## config.mk

```make
export PLATFORM = sky130hd
export DESIGN_NAME = rtio_io_port
export DESIGN_NICKNAME = d
export VERILOG_FILES = /design/src/core/rtio_pkg.sv /design/src/core/rtio_frac_div.sv /design/src/core/rtio_fifo2.sv /design/src/core/rtio_io_port.sv
export SDC_FILE = /design/constraint.sdc
export NUM_CORES = 1
export LEC_CHECK = 0
export BUFFER_PORTS_ARGS = -buffer_cell sky130_fd_sc_hd__buf_2
export CORE_MARGIN = 2
export CORE_UTILIZATION = 50
export CTS_CLUSTER_DIAMETER = 120
export DETAILED_ROUTE_END_ITERATION = 16
export GPL_TIMING_DRIVEN = 0
export PLACE_DENSITY = 0.76
export SLEW_MARGIN = 15
export SYNTH_ARGS = -nofsm -noshare
export SYNTH_HDL_FRONTEND = slang
export SYNTH_SLANG_ARGS = --single-unit
```

## constraint.sdc

```tcl
create_clock -name core_clk_i -period 2.4 [get_ports core_clk_i]
set_input_delay 0.48 -clock core_clk_i [delete_from_list [all_inputs] [get_ports core_clk_i]]
set_output_delay 0.48 -clock core_clk_i [all_outputs]
set_load 0.01 [all_outputs]
```

## src/core/rtio_pkg.sv

```systemverilog
// Notes on behaviour
// - A strobed event write pulses the event number 0 to 15 toward the controller.
// - Event write view: bit 5 is the strobe, bits 3:0 the vector, rest reserved.
// - Event outputs of both cores are ORed into one shared event output.
// - Core events 0 to 15 appear as system events 16 to 31.
// - Reading the event register returns host interrupt 1 in bit 31, 0 in bit 30.
// - In direct input mode, reading the event register returns the 30 input signals in bits 29:0.
// - Every output register write drives the 32 output signals in direct output mode, bits 31:2 in shift mode.
// - Direct input feeds bits 29:0; direct output drives bits 31:0 unchanged.
// - Input modes are direct, parallel capture or shift; only one is active.
// - Parallel capture latches bits 15:0 on the chosen edge of input bit 16.
// - Input shift samples bit 0 into a 28-bit register at the shift rate.
// - Input shift shows the shift counter flag in bit 28, start bit in 29.
// - Shift rate comes from two cascaded dividers, each 1 to 16 in half steps.
// - Output shift drives data on bit 0 at each rising edge of clock on bit 1.
// - One serializer; output bits 29 and 30 load shadows, bit 31 enables shifting.
package rtio_pkg;
  localparam int WORD_W = 32;
  localparam int GPI_W = 30;
  localparam int SIN_W = 28;
  localparam int SO_W = 16;
  localparam int EVT_N = 16;
  localparam int DIV_W = 6;
  // Write view of the event register
  localparam int EVT_VEC_LSB = 0;
  localparam int EVT_VEC_W = 4;
  localparam int EVT_VALID_BIT = 5;
  localparam int SYS_EVT_BASE = 16;
  // Read view of the event register
  localparam int HOST_IRQ1_BIT = 31;
  localparam int HOST_IRQ0_BIT = 30;
  localparam int DIRECT_IN_W = 17;
  localparam int PAR_W = 16;
  localparam int PAR_CLK_BIT = 16;
  localparam int CNT16_BIT = 28;
  localparam int SB_BIT = 29;
  localparam logic [4:0] CNT16_MARK = 5'h10;
  localparam logic [4:0] SIN_LAST = 5'h1B;
  // Output word control bits
  localparam int SO_DATA_BIT = 0;
  localparam int SO_CLK_BIT = 1;
  localparam int LOAD_SH0_BIT = 29;
  localparam int LOAD_SH1_BIT = 30;
  localparam int SHIFT_EN_BIT = 31;
  localparam logic [3:0] SO_LAST = 4'hF;
  // Divider in half steps: 2 means 1.0, 32 means 16.0
  localparam logic [DIV_W-1:0] DIV_HALF_MIN = 6'h02;
  localparam logic [DIV_W-1:0] DIV_HALF_MAX = 6'h20;
  localparam logic [DIV_W-1:0] DIV_STEP = 6'h02;
  localparam logic [WORD_W-1:0] WORD_RST = 32'h0000_0000;
  typedef enum logic [1:0] {IN_DIRECT, IN_PARALLEL, IN_SHIFT} rtio_in_mode_t;
  typedef enum logic {OUT_DIRECT, OUT_SHIFT} rtio_out_mode_t;
endpackage

```

## src/core/rtio_frac_div.sv

```systemverilog
module rtio_frac_div (
  // Clock and reset
  input wire logic core_clk_i,
  input wire logic srst_i,
  // Rate
  input wire logic en_i,
  input wire logic [rtio_pkg::DIV_W-1:0] div_half_i,
  output logic tick_o
);
  typedef struct packed {
    logic [rtio_pkg::DIV_W:0] acc;
    logic tick;
  } rtio_div_st_t;
  rtio_div_st_t st_r;
  rtio_div_st_t st_nxt;
  logic [rtio_pkg::DIV_W:0] lim;
  logic [rtio_pkg::DIV_W:0] sum;

  always_comb
  begin
    st_nxt = st_r;
    st_nxt.tick = 1'b0;
    // Out-of-range settings are clamped so the divider never stalls
    if (div_half_i < rtio_pkg::DIV_HALF_MIN)
      lim = {1'b0, rtio_pkg::DIV_HALF_MIN};
    else if (div_half_i > rtio_pkg::DIV_HALF_MAX)
      lim = {1'b0, rtio_pkg::DIV_HALF_MAX};
    else
      lim = {1'b0, div_half_i};
    sum = st_r.acc + {1'b0, rtio_pkg::DIV_STEP};
    if (en_i)
    begin
      // Half-step division: two per input tick, one output per limit
      if (sum >= lim)
      begin
        st_nxt.acc = sum - lim;
        st_nxt.tick = 1'b1;
      end
      else
        st_nxt.acc = sum;
    end
  end

  always_ff @(posedge core_clk_i)
  begin
    if (srst_i)
      st_r <= '0;
    else
      st_r <= st_nxt;
  end

  assign tick_o = st_r.tick;
endmodule // rtio_frac_div

```

## src/core/rtio_fifo2.sv

```systemverilog
module rtio_fifo2 (
  // Clock and reset
  input wire logic core_clk_i,
  input wire logic srst_i,
  // Fill side
  input wire logic in_valid_i,
  input wire logic [rtio_pkg::SIN_W-1:0] in_data_i,
  output logic in_ready_o,
  // Drain side
  output logic out_valid_o,
  output logic [rtio_pkg::SIN_W-1:0] out_data_o,
  input wire logic out_ready_i
);
  typedef struct packed {
    logic [1:0][rtio_pkg::SIN_W-1:0] mem;
    logic wp;
    logic rp;
    logic [1:0] cnt;
  } rtio_fifo_st_t;
  rtio_fifo_st_t st_r;
  rtio_fifo_st_t st_nxt;
  logic push;
  logic pop;

  always_comb
  begin
    st_nxt = st_r;
    push = in_valid_i && (st_r.cnt != 2'h2);
    pop = out_ready_i && (st_r.cnt != 2'h0);
    if (push)
    begin
      st_nxt.mem[st_r.wp] = in_data_i;
      st_nxt.wp = ~st_r.wp;
    end
    if (pop)
      st_nxt.rp = ~st_r.rp;
    if (push && !pop)
      st_nxt.cnt = st_r.cnt + 2'h1;
    else if (pop && !push)
      st_nxt.cnt = st_r.cnt - 2'h1;
  end

  always_ff @(posedge core_clk_i)
  begin
    if (srst_i)
      st_r <= '0;
    else
      st_r <= st_nxt;
  end

  assign in_ready_o = (st_r.cnt != 2'h2);
  assign out_valid_o = (st_r.cnt != 2'h0);
  assign out_data_o = st_r.mem[st_r.rp];
endmodule // rtio_fifo2

```

## src/core/rtio_io_port.sv

```systemverilog
module rtio_io_port (
  // Clock and reset
  input wire logic core_clk_i,
  input wire logic srst_i,
  // Core register access
  input wire logic out_wr_i,
  input wire logic evt_wr_i,
  input wire logic [rtio_pkg::WORD_W-1:0] wr_data_i,
  input wire logic rd_i,
  output logic [rtio_pkg::WORD_W-1:0] rd_data_o,
  // Subsystem configuration
  input wire rtio_pkg::rtio_in_mode_t in_mode_i,
  input wire rtio_pkg::rtio_out_mode_t out_mode_i,
  input wire logic cap_negedge_i,
  input wire logic [rtio_pkg::DIV_W-1:0] div0_half_i,
  input wire logic [rtio_pkg::DIV_W-1:0] div1_half_i,
  // Pins
  input wire logic [rtio_pkg::GPI_W-1:0] gpi_i,
  input wire logic [1:0] host_irq_inputs_i,
  output logic [rtio_pkg::WORD_W-1:0] gpo_o,
  // Events
  input wire logic [rtio_pkg::EVT_N-1:0] peer_event_i,
  output logic [rtio_pkg::WORD_W-1:0] sys_event_o,
  // Shift-in word stream
  output logic sin_valid_o,
  output logic [rtio_pkg::SIN_W-1:0] sin_data_o,
  input wire logic sin_ready_i
);
  typedef struct packed {
    logic [rtio_pkg::WORD_W-1:0] out_word;
    logic [rtio_pkg::EVT_N-1:0] evt;
    logic [rtio_pkg::WORD_W-1:0] rd_data;
    logic par_clk_prev;
    logic [rtio_pkg::PAR_W-1:0] par_data;
    logic [rtio_pkg::SIN_W-1:0] sin_sr;
    logic [4:0] sin_cnt;
    logic sin_run;
    logic cnt16;
    logic start_bit_flag;
    logic [rtio_pkg::SO_W-1:0] shadow0;
    logic [rtio_pkg::SO_W-1:0] shadow1;
    logic [rtio_pkg::SO_W-1:0] so_sr;
    logic [3:0] so_cnt;
    logic so_sel;
    logic so_clk;
    logic so_dat;
  } rtio_st_t;
  rtio_st_t st_r;
  rtio_st_t st_nxt;

  logic tick0;
  logic tick1;
  logic push;
  logic push_ready;
  logic [rtio_pkg::SIN_W-1:0] push_data;
  logic par_edge;
  logic [rtio_pkg::EVT_VEC_W-1:0] vec;
  logic [rtio_pkg::WORD_W-1:0] view;

  // Cascaded shift-rate dividers
  rtio_frac_div u_div0 (
    .core_clk_i(core_clk_i),
    .srst_i(srst_i),
    .en_i(1'b1),
    .div_half_i(div0_half_i),
    .tick_o(tick0)
  );

  rtio_frac_div u_div1 (
    .core_clk_i(core_clk_i),
    .srst_i(srst_i),
    .en_i(tick0),
    .div_half_i(div1_half_i),
    .tick_o(tick1)
  );

  // Two-entry buffer so a stalled receiver loses no shifted word
  rtio_fifo2 u_fifo (
    .core_clk_i(core_clk_i),
    .srst_i(srst_i),
    .in_valid_i(push),
    .in_data_i(push_data),
    .in_ready_o(push_ready),
    .out_valid_o(sin_valid_o),
    .out_data_o(sin_data_o),
    .out_ready_i(sin_ready_i)
  );

  always_comb
  begin
    st_nxt = st_r;
    push = 1'b0;
    push_data = {gpi_i[0], st_r.sin_sr[rtio_pkg::SIN_W-1:1]};
    vec = wr_data_i[rtio_pkg::EVT_VEC_LSB +: rtio_pkg::EVT_VEC_W];

    // Event pulse lasts one cycle; only strobe and vector bits matter
    st_nxt.evt = '0;
    if (evt_wr_i && wr_data_i[rtio_pkg::EVT_VALID_BIT])
      st_nxt.evt[vec] = 1'b1;

    // Output word and shadow loads
    if (out_wr_i)
    begin
      st_nxt.out_word = wr_data_i;
      if (wr_data_i[rtio_pkg::LOAD_SH0_BIT])
        st_nxt.shadow0 = wr_data_i[rtio_pkg::SO_W-1:0];
      if (wr_data_i[rtio_pkg::LOAD_SH1_BIT])
        st_nxt.shadow1 = wr_data_i[rtio_pkg::SO_W-1:0];
    end

    // Parallel capture on the selected edge of input bit 16
    st_nxt.par_clk_prev = gpi_i[rtio_pkg::PAR_CLK_BIT];
    if (cap_negedge_i)
      par_edge = st_r.par_clk_prev && !gpi_i[rtio_pkg::PAR_CLK_BIT];
    else
      par_edge = !st_r.par_clk_prev && gpi_i[rtio_pkg::PAR_CLK_BIT];
    if (in_mode_i == rtio_pkg::IN_PARALLEL && par_edge)
      st_nxt.par_data = gpi_i[rtio_pkg::PAR_W-1:0];

    // A read clears the shift flags; a set in the same cycle wins below
    if (rd_i)
    begin
      st_nxt.cnt16 = 1'b0;
      st_nxt.start_bit_flag = 1'b0;
    end

    // Shift-in: wait for a low start bit, then take 28 samples of bit 0.
    // A full buffer holds the shifter, so samples are skipped, not words.
    if (in_mode_i != rtio_pkg::IN_SHIFT)
    begin
      st_nxt.sin_run = 1'b0;
      st_nxt.sin_cnt = '0;
    end
    else if (tick1 && push_ready)
    begin
      if (!st_r.sin_run)
      begin
        if (!gpi_i[0])
        begin
          st_nxt.sin_run = 1'b1;
          st_nxt.sin_cnt = '0;
          st_nxt.start_bit_flag = 1'b1;
        end
      end
      else
      begin
        st_nxt.sin_sr = push_data;
        st_nxt.sin_cnt = st_r.sin_cnt + 5'h01;
        if (st_r.sin_cnt + 5'h01 == rtio_pkg::CNT16_MARK)
          st_nxt.cnt16 = 1'b1;
        if (st_r.sin_cnt == rtio_pkg::SIN_LAST)
        begin
          push = 1'b1;
          st_nxt.sin_run = 1'b0;
          st_nxt.sin_cnt = '0;
        end
      end
    end

    // Shift-out: clock toggles per tick, data changes with its rising edge
    if (out_mode_i != rtio_pkg::OUT_SHIFT || !st_r.out_word[rtio_pkg::SHIFT_EN_BIT])
    begin
      st_nxt.so_clk = 1'b0;
      st_nxt.so_cnt = '0;
      st_nxt.so_sel = 1'b0;
      st_nxt.so_sr = st_nxt.shadow0;
    end
    else if (tick1)
    begin
      st_nxt.so_clk = !st_r.so_clk;
      if (!st_r.so_clk)
      begin
        st_nxt.so_dat = st_r.so_sr[0];
        st_nxt.so_sr = st_r.so_sr >> 1;
        st_nxt.so_cnt = st_r.so_cnt + 4'h1;
        if (st_r.so_cnt == rtio_pkg::SO_LAST)
        begin
          // Ping-pong between the shadows so software can reload the idle one
          st_nxt.so_sel = !st_r.so_sel;
          st_nxt.so_sr = st_r.so_sel ? st_nxt.shadow0 : st_nxt.shadow1;
        end
      end
    end

    // Read view of the event register
    view = '0;
    view[rtio_pkg::HOST_IRQ1_BIT] = host_irq_inputs_i[1];
    view[rtio_pkg::HOST_IRQ0_BIT] = host_irq_inputs_i[0];
    unique case (in_mode_i)
      rtio_pkg::IN_DIRECT:
      begin
        view[rtio_pkg::GPI_W-1:0] = gpi_i;
      end
      rtio_pkg::IN_PARALLEL:
      begin
        view[rtio_pkg::GPI_W-1:0] = gpi_i;
        view[rtio_pkg::PAR_W-1:0] = st_r.par_data;
      end
      rtio_pkg::IN_SHIFT:
      begin
        view[rtio_pkg::SIN_W-1:0] = st_r.sin_sr;
        view[rtio_pkg::CNT16_BIT] = st_r.cnt16;
        view[rtio_pkg::SB_BIT] = st_r.start_bit_flag;
      end
      default:
      begin
        view[rtio_pkg::GPI_W-1:0] = gpi_i;
      end
    endcase
    if (rd_i)
      st_nxt.rd_data = view;
  end

  always_ff @(posedge core_clk_i)
  begin
    if (srst_i)
      st_r <= '0;
    else
      st_r <= st_nxt;
  end

  // Output pins
  always_comb
  begin
    gpo_o = st_r.out_word;
    if (out_mode_i == rtio_pkg::OUT_SHIFT)
    begin
      gpo_o[rtio_pkg::SO_DATA_BIT] = st_r.so_dat;
      gpo_o[rtio_pkg::SO_CLK_BIT] = st_r.so_clk;
    end
  end

  // Own events ORed with the other core's, placed at system events 16 to 31
  assign sys_event_o = {st_r.evt | peer_event_i, {rtio_pkg::SYS_EVT_BASE{1'b0}}};
  assign rd_data_o = st_r.rd_data;
endmodule // rtio_io_port

```

-- Word-level counts from Yosys, hierarchy flattened
Index checks and enable logic that the tools add are counted.
- reductions and logical operators: 32
- add/subtract/negate cells: 8
- equal/unequal tests: 9
- bitwise gates (word level): 9
- mux-type cells: 44
- magnitude comparators: 11
- operator list (cell ; count):
    $mux W28 ; 3
    $mux W16 ; 4
    $pmux W30 S2 ; 1
    $bwmux W56 ; 1
    $mux W32 ; 1
    $mux W6 ; 5
    $demux W28 S1 ; 1
    $mux W7 ; 4
    $mux W23 ; 1
    $mux W22 ; 1
    $mux W21 ; 1
    $or A16 B16 Y16 ; 1
    $add A7 B2 Y7 const B ; 2
    $ge A7 B7 Y1 ; 2
    $mux W1 ; 14
    $sub A7 B7 Y7 ; 2
    $gt A6 B6 Y1 const B ; 2
    $lt A6 B2 Y1 const B ; 2
    $mux W2 ; 6
    $logic_and A1 B1 Y1 ; 11
    $eq A5 B5 Y1 const B ; 2
    $reduce_and A3 Y1 ; 3
    $not A1 Y1 ; 8
    $reduce_or A2 Y1 ; 4
    other kinds (18) ; 31
- word-level logic and storage cells: 139
- output and inout port bits: 125
- input bits: 102
- bits in registers: 264

-- Longest topological paths before layout
Gate-level depths: netlist (run 1).
- word-level depth: 10
- gate-level depth with buffers: 11
- depth with buffers taken out: 11

-- Cells and area by module
From an unflattened synthesis (run 1), not the netlist that was laid out.
- cells, all modules: 1376
- area, all modules: 12600.8 um^2
- modules (own cells, without submodules) (module ; seq. area each (um^2) ; area each (um^2) ; cells each ; times used):
    rtio_io_port ; 3763.6 ; 8215.4 ; 887 ; 1
    rtio_fifo2 ; 1201.2 ; 2876.5 ; 301 ; 1
    rtio_frac_div ; 160.2 ; 754.5 ; 94 ; 2

-- Worst setup path after synthesis (run 1)
No wires, ideal clock.
- path type: in2reg
- start point: input port div1_half_i[4] (netlist bit)
- end point: register u_div1.st_r[7] (netlist bit)
- stages: 8
- path buffers: 0
- setup time: 95 ps
- arrival: 2264 ps
- required time: 2305 ps
- slack: 41 ps
- path through: nor3_1 > o21ai_0 > fa_1 > a211oi_1 > o21bai_1 > a21oi_1 > o211ai_1 > a221oi_1
- word-level cells in the longest chain between the ends: 5
- elaborated cells between the ends (all ways): 7
- classes of those cells: add/sub: 1; order compare: 3; mux: 3
- RTL lines (what ; line ; source):
    start, declared ; rtio_io_port.sv:16 ; input wire logic [rtio_pkg::DIV_W-1:0] div1_half_i,
    $gt A6 B6 Y1 ; rtio_frac_div.sv:26 ; else if (div_half_i > rtio_pkg::DIV_HALF_MAX)
    $mux W6 ; rtio_frac_div.sv:26 ;
    $mux W7 (*) ; rtio_frac_div.sv:24 ; if (div_half_i < rtio_pkg::DIV_HALF_MIN)
    $sub A7 B7 Y7 or $ge A7 B7 Y1 (tied branches) ; rtio_frac_div.sv:36, rtio_frac_div.sv:34 ;
    $mux W7 (*) ; rtio_frac_div.sv:34 ; if (sum >= lim)
    end signal, assigned ; rtio_frac_div.sv:49 ; st_r <= st_nxt;
    end, declared ; rtio_frac_div.sv:14 ; rtio_div_st_t st_r;
Every way passes the cells marked *; elsewhere a longest branch is shown, timed or not.
A chain may end at the register's enable or synchronous reset.

-- Worst setup path after layout (run 1)
- start point: register u_fifo.st_r[2] (netlist bit)
- end point: output port sin_data_o[15] (netlist bit)
- word-level cells in the longest chain between the ends: 2
- RTL lines (what ; line ; source):
    start, declared ; rtio_fifo2.sv:20 ; rtio_fifo_st_t st_r;
    start signal, assigned ; rtio_fifo2.sv:48 ; st_r <= st_nxt;
    $mux W28 (implied by the code) (2 in series) ; rtio_fifo2.sv:53 ; assign out_data_o = st_r.mem[st_r.rp];
    end, declared ; rtio_io_port.sv:26 ; output logic [rtio_pkg::SIN_W-1:0] sin_data_o,
Every way passes these cells. The select of a mux whose other input is x is not followed.

==> run metrics, run 1 <==
outcome=completed; worst ir drop on vdd=0.4888 mV; post-DP HPWL=22.48 mm; Ports=227; clock share of power=38.7%; Row Count=56; layout cells sized above 1=26.12%; Sw Pwr=3.223 mW; type of destination of the critical path=output pin; Worst-Margin Slew=0.8755 ns; DR iter-0 viols=562; P&R area growth vs syn=21.71%; syn avg cell area=8.756 µm²; delay-heaviest family, CP=buffers and inverters; vias=10490; Critical-path top delay cell=mux2_2; yosys warns=0; Pwr Total=11.59 mW; slew margin rel.=41.64%; Final ANT Viol Nets=0; Final Setup Violations=0; initial antenna violation count=2; global route overflow=0; final hold violations=0; first-pass GRT wire length=49.61 mm; Required @ worst endpoint=1.92 ns; DR WL/cell=15.92 µm; leakage power=6.729 nW; nets=1755; drt pass-1 iters=5; post-CTS setup buffer count=0; RSZ-0062 raised after global routing=false; Switching Fraction=27.82%; H-tree Lvls=1; maximum buffer depth of the clock tree=3; Cell variety after synth=69; # clock sinks=264; Root Driver=clkbuf_16; worst skew pair latency=0.53 ns; DR DRC count=0; Max Slew Vio Count=0; Min Hold Slack=0.1927 ns; die area=25390 µm²; Max Cap Violations=0; Arrival @ worst endpoint=1.81 ns; Layout Skew=0.008556 ns; sequential fraction of the synthesis area=43.80%; gr usage total=23.52%; Mapped Cells=1378; P per Cell Area=788.9 nW/µm²; vias in the first global route=9959; min cycle time layout=2.287 ns; Num CTS Buffers=28; FILL cells=2092; Setup WS pre-CTS=-0.3394 ns; footprint of the multi-input gates=5948 µm²; EDFF count, synth=0; Seq. cell area=5289 µm²; setup ws final=0.1127 ns; crit-path cells=clkbuf_4, buf_4, mux2_2, buf_2; Initial Util=51.10%; CP Buf/Inv Count=3; Post-CTS Hold Buffers=0; gp weighted congestion=0.9143; synthesized cell area=12070 µm²; Routed WL=31.39 mm; part of the cycle the worst path needs=95.31%; Main synth FF type=dfxtp_1; power share of the sequential group=41.0%; vias per cell=5.321; Core Area=23610 µm²; #FFs+latches synth=264; Setup CP Type=flop to output pin; Setup crit start kind=flop; Async SR Flop Fraction=0%; Die Width=159.3 µm; largest net degree at the start of global routing=14; HP Class=input pin to flop; Comb pwr share=20.4%; IO Port Bufs=206; Die Ht=159.3 µm; max incr delay on CP=0.35 ns; Clk pin slew, worst setup/hold paths=0.06 ns; Max FO, Critical Path=10; CTS tree=yes; Max Clk Rate=437.2 MHz; internal power=8.363 mW
## path summary, 6_finish.rpt
kind	from	to	slack, ns	depth (start not counted)
max	u_fifo.st_r[2]$_SDFFE_PP0P_	sin_data_o[15]	0.11	4
min	wr_data_i[24]	gpo_o[24]$_SDFFE_PP0P_	0.19	3
max reg2reg	u_div1.st_r[2]$_SDFFE_PP0P_	u_div1.st_r[2]$_SDFFE_PP0P_	0.13	9
min reg2reg	u_fifo.st_r[30]$_SDFFE_PP0P_	u_fifo.st_r[30]$_SDFFE_PP0P_	0.45	2
## stage by stage
stage	std cells	utilization [%]	setup TNS, ns	instance area [µm²]
after global placement	1918	57.39	-4.020	13550
after floorplan	1393	-	0	12120
after detailed placement	1918	57.39	-6.193	13550
after CTS	1969	61.65	0	14560
final	1972	62.19	0	14690
after global routing	1970	62.17	0	14680
## final cells by class
| cell class | count | share of cell area, % |
|---|---|---|
| Buffer | 160 | 6.475 |
| Sequential cell | 264 | 36.01 |
| Inverter | 22 | 0.5623 |
| Timing Repair Buffer | 206 | 7.021 |
| Multi-Input combinational cell | 947 | 40.50 |
| Clock buffer | 44 | 6.075 |
| Clock inverter | 7 | 0.5794 |
| Antenna cell | 3 | 0.05112 |
| Tap cell | 319 | 2.718 |
## synthesized netlist by cell type, types with 8 or more instances
cell	instances	area, µm²
dfxtp_1	264	5285
nor2_1	197	739.5
nand2_1	189	709.4
mux2i_1	138	1381
a21oi_1	100	500.5
buf_4	82	615.6
clkbuf_1	48	180.2
o21ai_0	36	180.2
a22oi_1	31	232.7
mux2_2	30	337.8
ha_1	22	275.3
inv_1	21	78.83
nand3_1	21	105.1
a211oi_1	18	135.1
or2_2	18	112.6
o32ai_1	16	140.1
buf_2	15	75.07
buf_1	13	48.80
xor2_1	11	96.34
nand2b_1	8	50.05
nor3_1	8	40.04
## timing repair
| item | in CTS | in global routing |
|---|---|---|
| resized for setup | 7 | 24 |
| pin swaps | 0 | 3 |
| endpoints found under the setup margin | 13 | 51 |
| cloned | 0 | 0 |
## power groups by stage
stage	registers, mW	logic, mW	clock network (mW)
6_report	4.75	2.36	4.48
5_1_grt	4.77	2.59	4.71
4_1_cts	4.73	2.20	4.53
3_5_place_dp	4.82	2.18	0
3_3_place_gp	4.81	2.13	0
2_1_floorplan	4.78	1.63	0
## kinds of logic after synthesis
| logic type | Yosys count | synth area share (%) |
|---|---|---|
| xor gates and xnor gates | 18 | 1.307 |
| other | 1 | 0.03108 |
| adders and majority gates | 24 | 2.613 |
| and+or+nand+nor | 482 | 16.95 |
| buffers and inverters | 182 | 8.441 |
| DFF | 264 | 43.80 |
| muxes | 168 | 14.25 |
| AOI/OAI and AO/OA | 239 | 12.61 |
## layout by cell type (no fill, tap or decap), types with 6 or more instances in the layout
master	Yosys	routed
nand2_1	189	189
mux2_2	30	30
clkbuf_8	0	11
dfxtp_1	264	261
nand3_1	21	20
or3_1	6	6
mux2i_1	138	138
inv_1	21	21
conb_1	1	16
or2_2	18	18
buf_4	82	83
a22oi_1	31	31
nand2b_1	8	8
nor3_1	8	8
nor2_1	197	197
buf_1	13	13
clkbuf_16	0	29
nor2b_1	7	7
o32ai_1	16	16
a211oi_1	18	17
o21ai_0	36	35
a21oi_1	100	100
buf_2	15	220
clkbuf_1	48	49
xor2_1	11	10
xnor2_1	7	6
ha_1	22	18
## flip-flops by register name (all words and copies together) (netlist names)
register / cells
u_div1.tick_o: 1
u_div0.st_r: 7
u_fifo.st_r: 60
gpo_o: 30
st_r: 99
u_div0.tick_o: 1
u_div1.st_r: 7
rd_data_o: 32
push_data: 27
## worst register-to-register path: cells and delay by family, from the launching register on
kind | cells | cell delay, ns
compound gates | 3 | 0.71
fa+ha+maj | 2 | 0.43
flops | 1 | 0.39
simple gates | 2 | 0.31
xor+xnor | 1 | 0.19
buf+inv | 1 | 0.16
## per-layer routing
metal	routed length, µm	global-route usage, %	up-vias
met5	13	0	-
met3	1793	3.490	76
li1	-	-	5130
met2	14980	40.47	348
met1	13610	30.26	4937
met4	993	7.934	2
No activity file was read; power rests on OpenSTA's default activity.
==> run 2: changes to the inputs <==
SETUP_SLACK_MARGIN = 0.15   (was default)
==> run metrics, run 2 (synthesis gave the netlist of run 1 again) <==
Max FO, Critical Path=5 (was 10); worst ir drop on vdd=0.5497 mV (was 0.4888 mV); Ports=227 (unchanged); P per Cell Area=781.7 nW/µm² (was 788.9 nW/µm²); IO Port Bufs=206 (unchanged); DR DRC count=0 (unchanged); footprint of the multi-input gates=6025 µm² (was 5948 µm²); first-pass GRT wire length=49.74 mm (was 49.61 mm); Clk pin slew, worst setup/hold paths=0.07 ns (was 0.06 ns); Core Area=23610 µm² (unchanged); vias in the first global route=9981 (was 9959); Max Clk Rate=443.7 MHz (was 437.2 MHz); global route overflow=0 (unchanged); Final Util=62.80% (was 62.19%); DR iter-0 viols=706 (was 562); Die Width=159.3 µm (unchanged); DR WL/cell=15.88 µm (was 15.92 µm); Top reg by flops=st_r (unchanged); Row Count=56 (unchanged); Critical-path top delay cell=dfxtp_4 (was mux2_2); H-tree Lvls=1 (unchanged); P&R area growth vs syn=22.91% (was 21.71%); Setup crit start kind=flop (unchanged); slew margin rel.=44.93% (was 41.64%); Required @ worst endpoint=2.81 ns (was 1.92 ns); final cell count without fillers=1984 (was 1972); Seq. cell area=5298 µm² (was 5289 µm²); Final ANT Viol Nets=0 (unchanged); Layout Skew=0.01838 ns (was 0.008556 ns); post-DP HPWL=22.40 mm (was 22.48 mm); Hold Path Origin=wr_data_i[31] (was wr_data_i[24]); min cycle time layout=2.254 ns (was 2.287 ns); largest net degree at the start of global routing=15 (was 14); commonest non-fill, non-tap cell in the layout=dfxtp_1 (unchanged); Setup WS pre-CTS=-0.2778 ns (was -0.3394 ns); Worst R2R Start=u_div1.st_r[2]$_SDFFE_PP0P_ (unchanged); worst skew pair latency=0.54 ns (was 0.53 ns); # clock sinks=264 (unchanged); Num CTS Buffers=28 (unchanged); Root Driver=clkbuf_16 (unchanged); Worst-Margin Slew=0.8260 ns (was 0.8755 ns); Placed Cells=1918 (unchanged); CP dominant cell by count=ha_4; Final Setup Violations=0 (unchanged); hold depth=3 (unchanged); most frequent cells in the layout=260 x dfxtp_1, 220 x buf_2, 196 x nor2_1 (was 261 x dfxtp_1, 220 x buf_2, 197 x nor2_1); max incr delay on CP=0.37 ns (was 0.35 ns); gp weighted congestion=0.8670 (was 0.9143); Post-CTS Hold Buffers=0 (unchanged); CTS tree=yes (unchanged); HP Class=input pin to flop (unchanged); setup ws final=0.1464 ns (was 0.1127 ns); drt pass-1 iters=6 (was 5); FILL cells=2004 (was 2092); layout cells sized above 1=27.14% (was 26.12%); nets=1767 (was 1755); outcome=completed (unchanged); initial antenna violation count=5 (was 2); worst reg2reg path depth=11 (was 9); RSZ-0062 raised after global routing=true (was false); Setup CP Type=flop to flop (was flop to output pin); maximum buffer depth of the clock tree=3 (unchanged); Max Slew Vio Count=0 (unchanged); die area=25390 µm² (unchanged); Die Ht=159.3 µm (unchanged); Initial Util=51.10% (unchanged); max FFs per register=99 (unchanged); part of the cycle the worst path needs=93.90% (was 95.31%); reg-to-reg endpoint=u_div1.st_r[6]$_SDFFE_PP0P_ (was u_div1.st_r[2]$_SDFFE_PP0P_); type of destination of the critical path=flop (was output pin); leakage power=6.800 nW (was 6.729 nW); vias=10530 (was 10490); Arrival @ worst endpoint=2.66 ns (was 1.81 ns); Max Cap Violations=0 (unchanged); crit-path cells=ha_4, xor2_4, ha_4, and4_4, a32oi_2, nand2_2, buf_6, dlymetal6s2s_1, buf_4, nor2_2, o41ai_2 (was clkbuf_4, buf_4, mux2_2, buf_2); reg2reg setup slack=0.15 ns (was 0.13 ns); gr usage total=23.47% (was 23.52%); Worst Hold Path EP=gpo_o[31]$_SDFFE_PP0P_ (was gpo_o[24]$_SDFFE_PP0P_); vias per cell=5.307 (was 5.321); final hold violations=0 (unchanged); Routed WL=31.50 mm (was 31.39 mm)
==> run 2: cell types whose count changed in the layout (fill, tap and decap cells not counted), moves of 2 or more <==
cell | before | now
clkbuf_1 | 49 | 51
dfxtp_2 | 3 | 1
o21ai_1 | 1 | 4
ha_1 | 18 | 16
clkinv_2 | 5 | 7
dfxtp_4 | 0 | 3
clkinvlp_4 | 0 | 4
clkbuf_8 | 11 | 3
buf_4 | 83 | 93
o21ai_0 | 35 | 31
==> run 2: critical path, delay by kind of cell (launching register included) <==
family,cells,cell delay [ns]
and+or+nand+nor,3,0.38
buffers and inverters,3,0.47
AOI/OAI and AO/OA,2,0.30
adders and majority gates,2,0.42
xor gates and xnor gates,1,0.20
DFF,1,0.37
==> run 2: cell type report <==
class	count	share of cell area (%)
clock buffers	38	5.324
flip-flops and latches	264	35.72
inverters	22	0.5822
well taps	319	2.692
multi-input cells	947	40.63
plain buffers	160	6.471
diodes	3	0.05062
repair buffers	218	7.678
clock inverters	13	0.8522
==> run 2: worst max-delay path by stage <==
stage                                           start                           to  slack, ns  depth (start not counted)
after floorplan                        div1_half_i[5]  u_div1.st_r[7]$_SDFFE_PP0P_       0.12                         10
after global placement                 div1_half_i[5]  u_div1.st_r[7]$_SDFFE_PP0P_      -0.20                         11
after detailed placement               div0_half_i[4]    u_div0.st_r[5]$_SDFF_PP0_      -0.28                          9
after CTS                 u_div1.st_r[4]$_SDFFE_PP0P_  u_div1.st_r[2]$_SDFFE_PP0P_       0.16                          8
after global routing      u_div1.st_r[2]$_SDFFE_PP0P_  u_div1.st_r[6]$_SDFFE_PP0P_       0.08                         12
final                     u_div1.st_r[2]$_SDFFE_PP0P_  u_div1.st_r[6]$_SDFFE_PP0P_       0.15                         11
==> run 2: timing repair <==
| item | CTS | global route |
|---|---|---|
| gates cloned | 0 | 0 |
| endpoints found under the setup margin | 40 | 49 |
| pin swaps | 3 | 8 |
| resized for setup | 20 | 27 |
| buffers inserted | 1 | 11 |
==> run 2: per-stage QoR <==
stage                     setup TNS (ns)  hold WS [ns]  cell area, µm²  power (mW)
after global placement            -1.944        0.4391           13580       6.959
final                                  0        0.1765           14830       11.59
after CTS                              0        0.1635           14600       11.37
after detailed placement          -3.638        0.4481           13580       7.027
after floorplan                        0        0.4338           12150       6.431
after global routing                   0        0.1774           14830       12.09
==> run 2: metal layers <==
layer / vias up / share of wire, % / global-route usage, % / wire [µm]
met2: 347 / 48 / 40.04 / 15020
met5: - / 0.086 / 0 / 27
met4: 4 / 3.0 / 8.140 / 956
met3: 72 / 6.2 / 4.116 / 1964
met1: 4950 / 43 / 30.02 / 13530
li1: 5157 / - / - / -
==> run 2: report_power, final <==
| part | total (mW) | switching [mW] | leakage (nW) | internal (mW) |
|---|---|---|---|---|
| Clock | 4.29 | 1.77 | 0.446 | 2.52 |
| Sequential | 4.76 | 0.160 | 2.15 | 4.60 |
| Combinational | 2.54 | 1.40 | 4.20 | 1.15 |
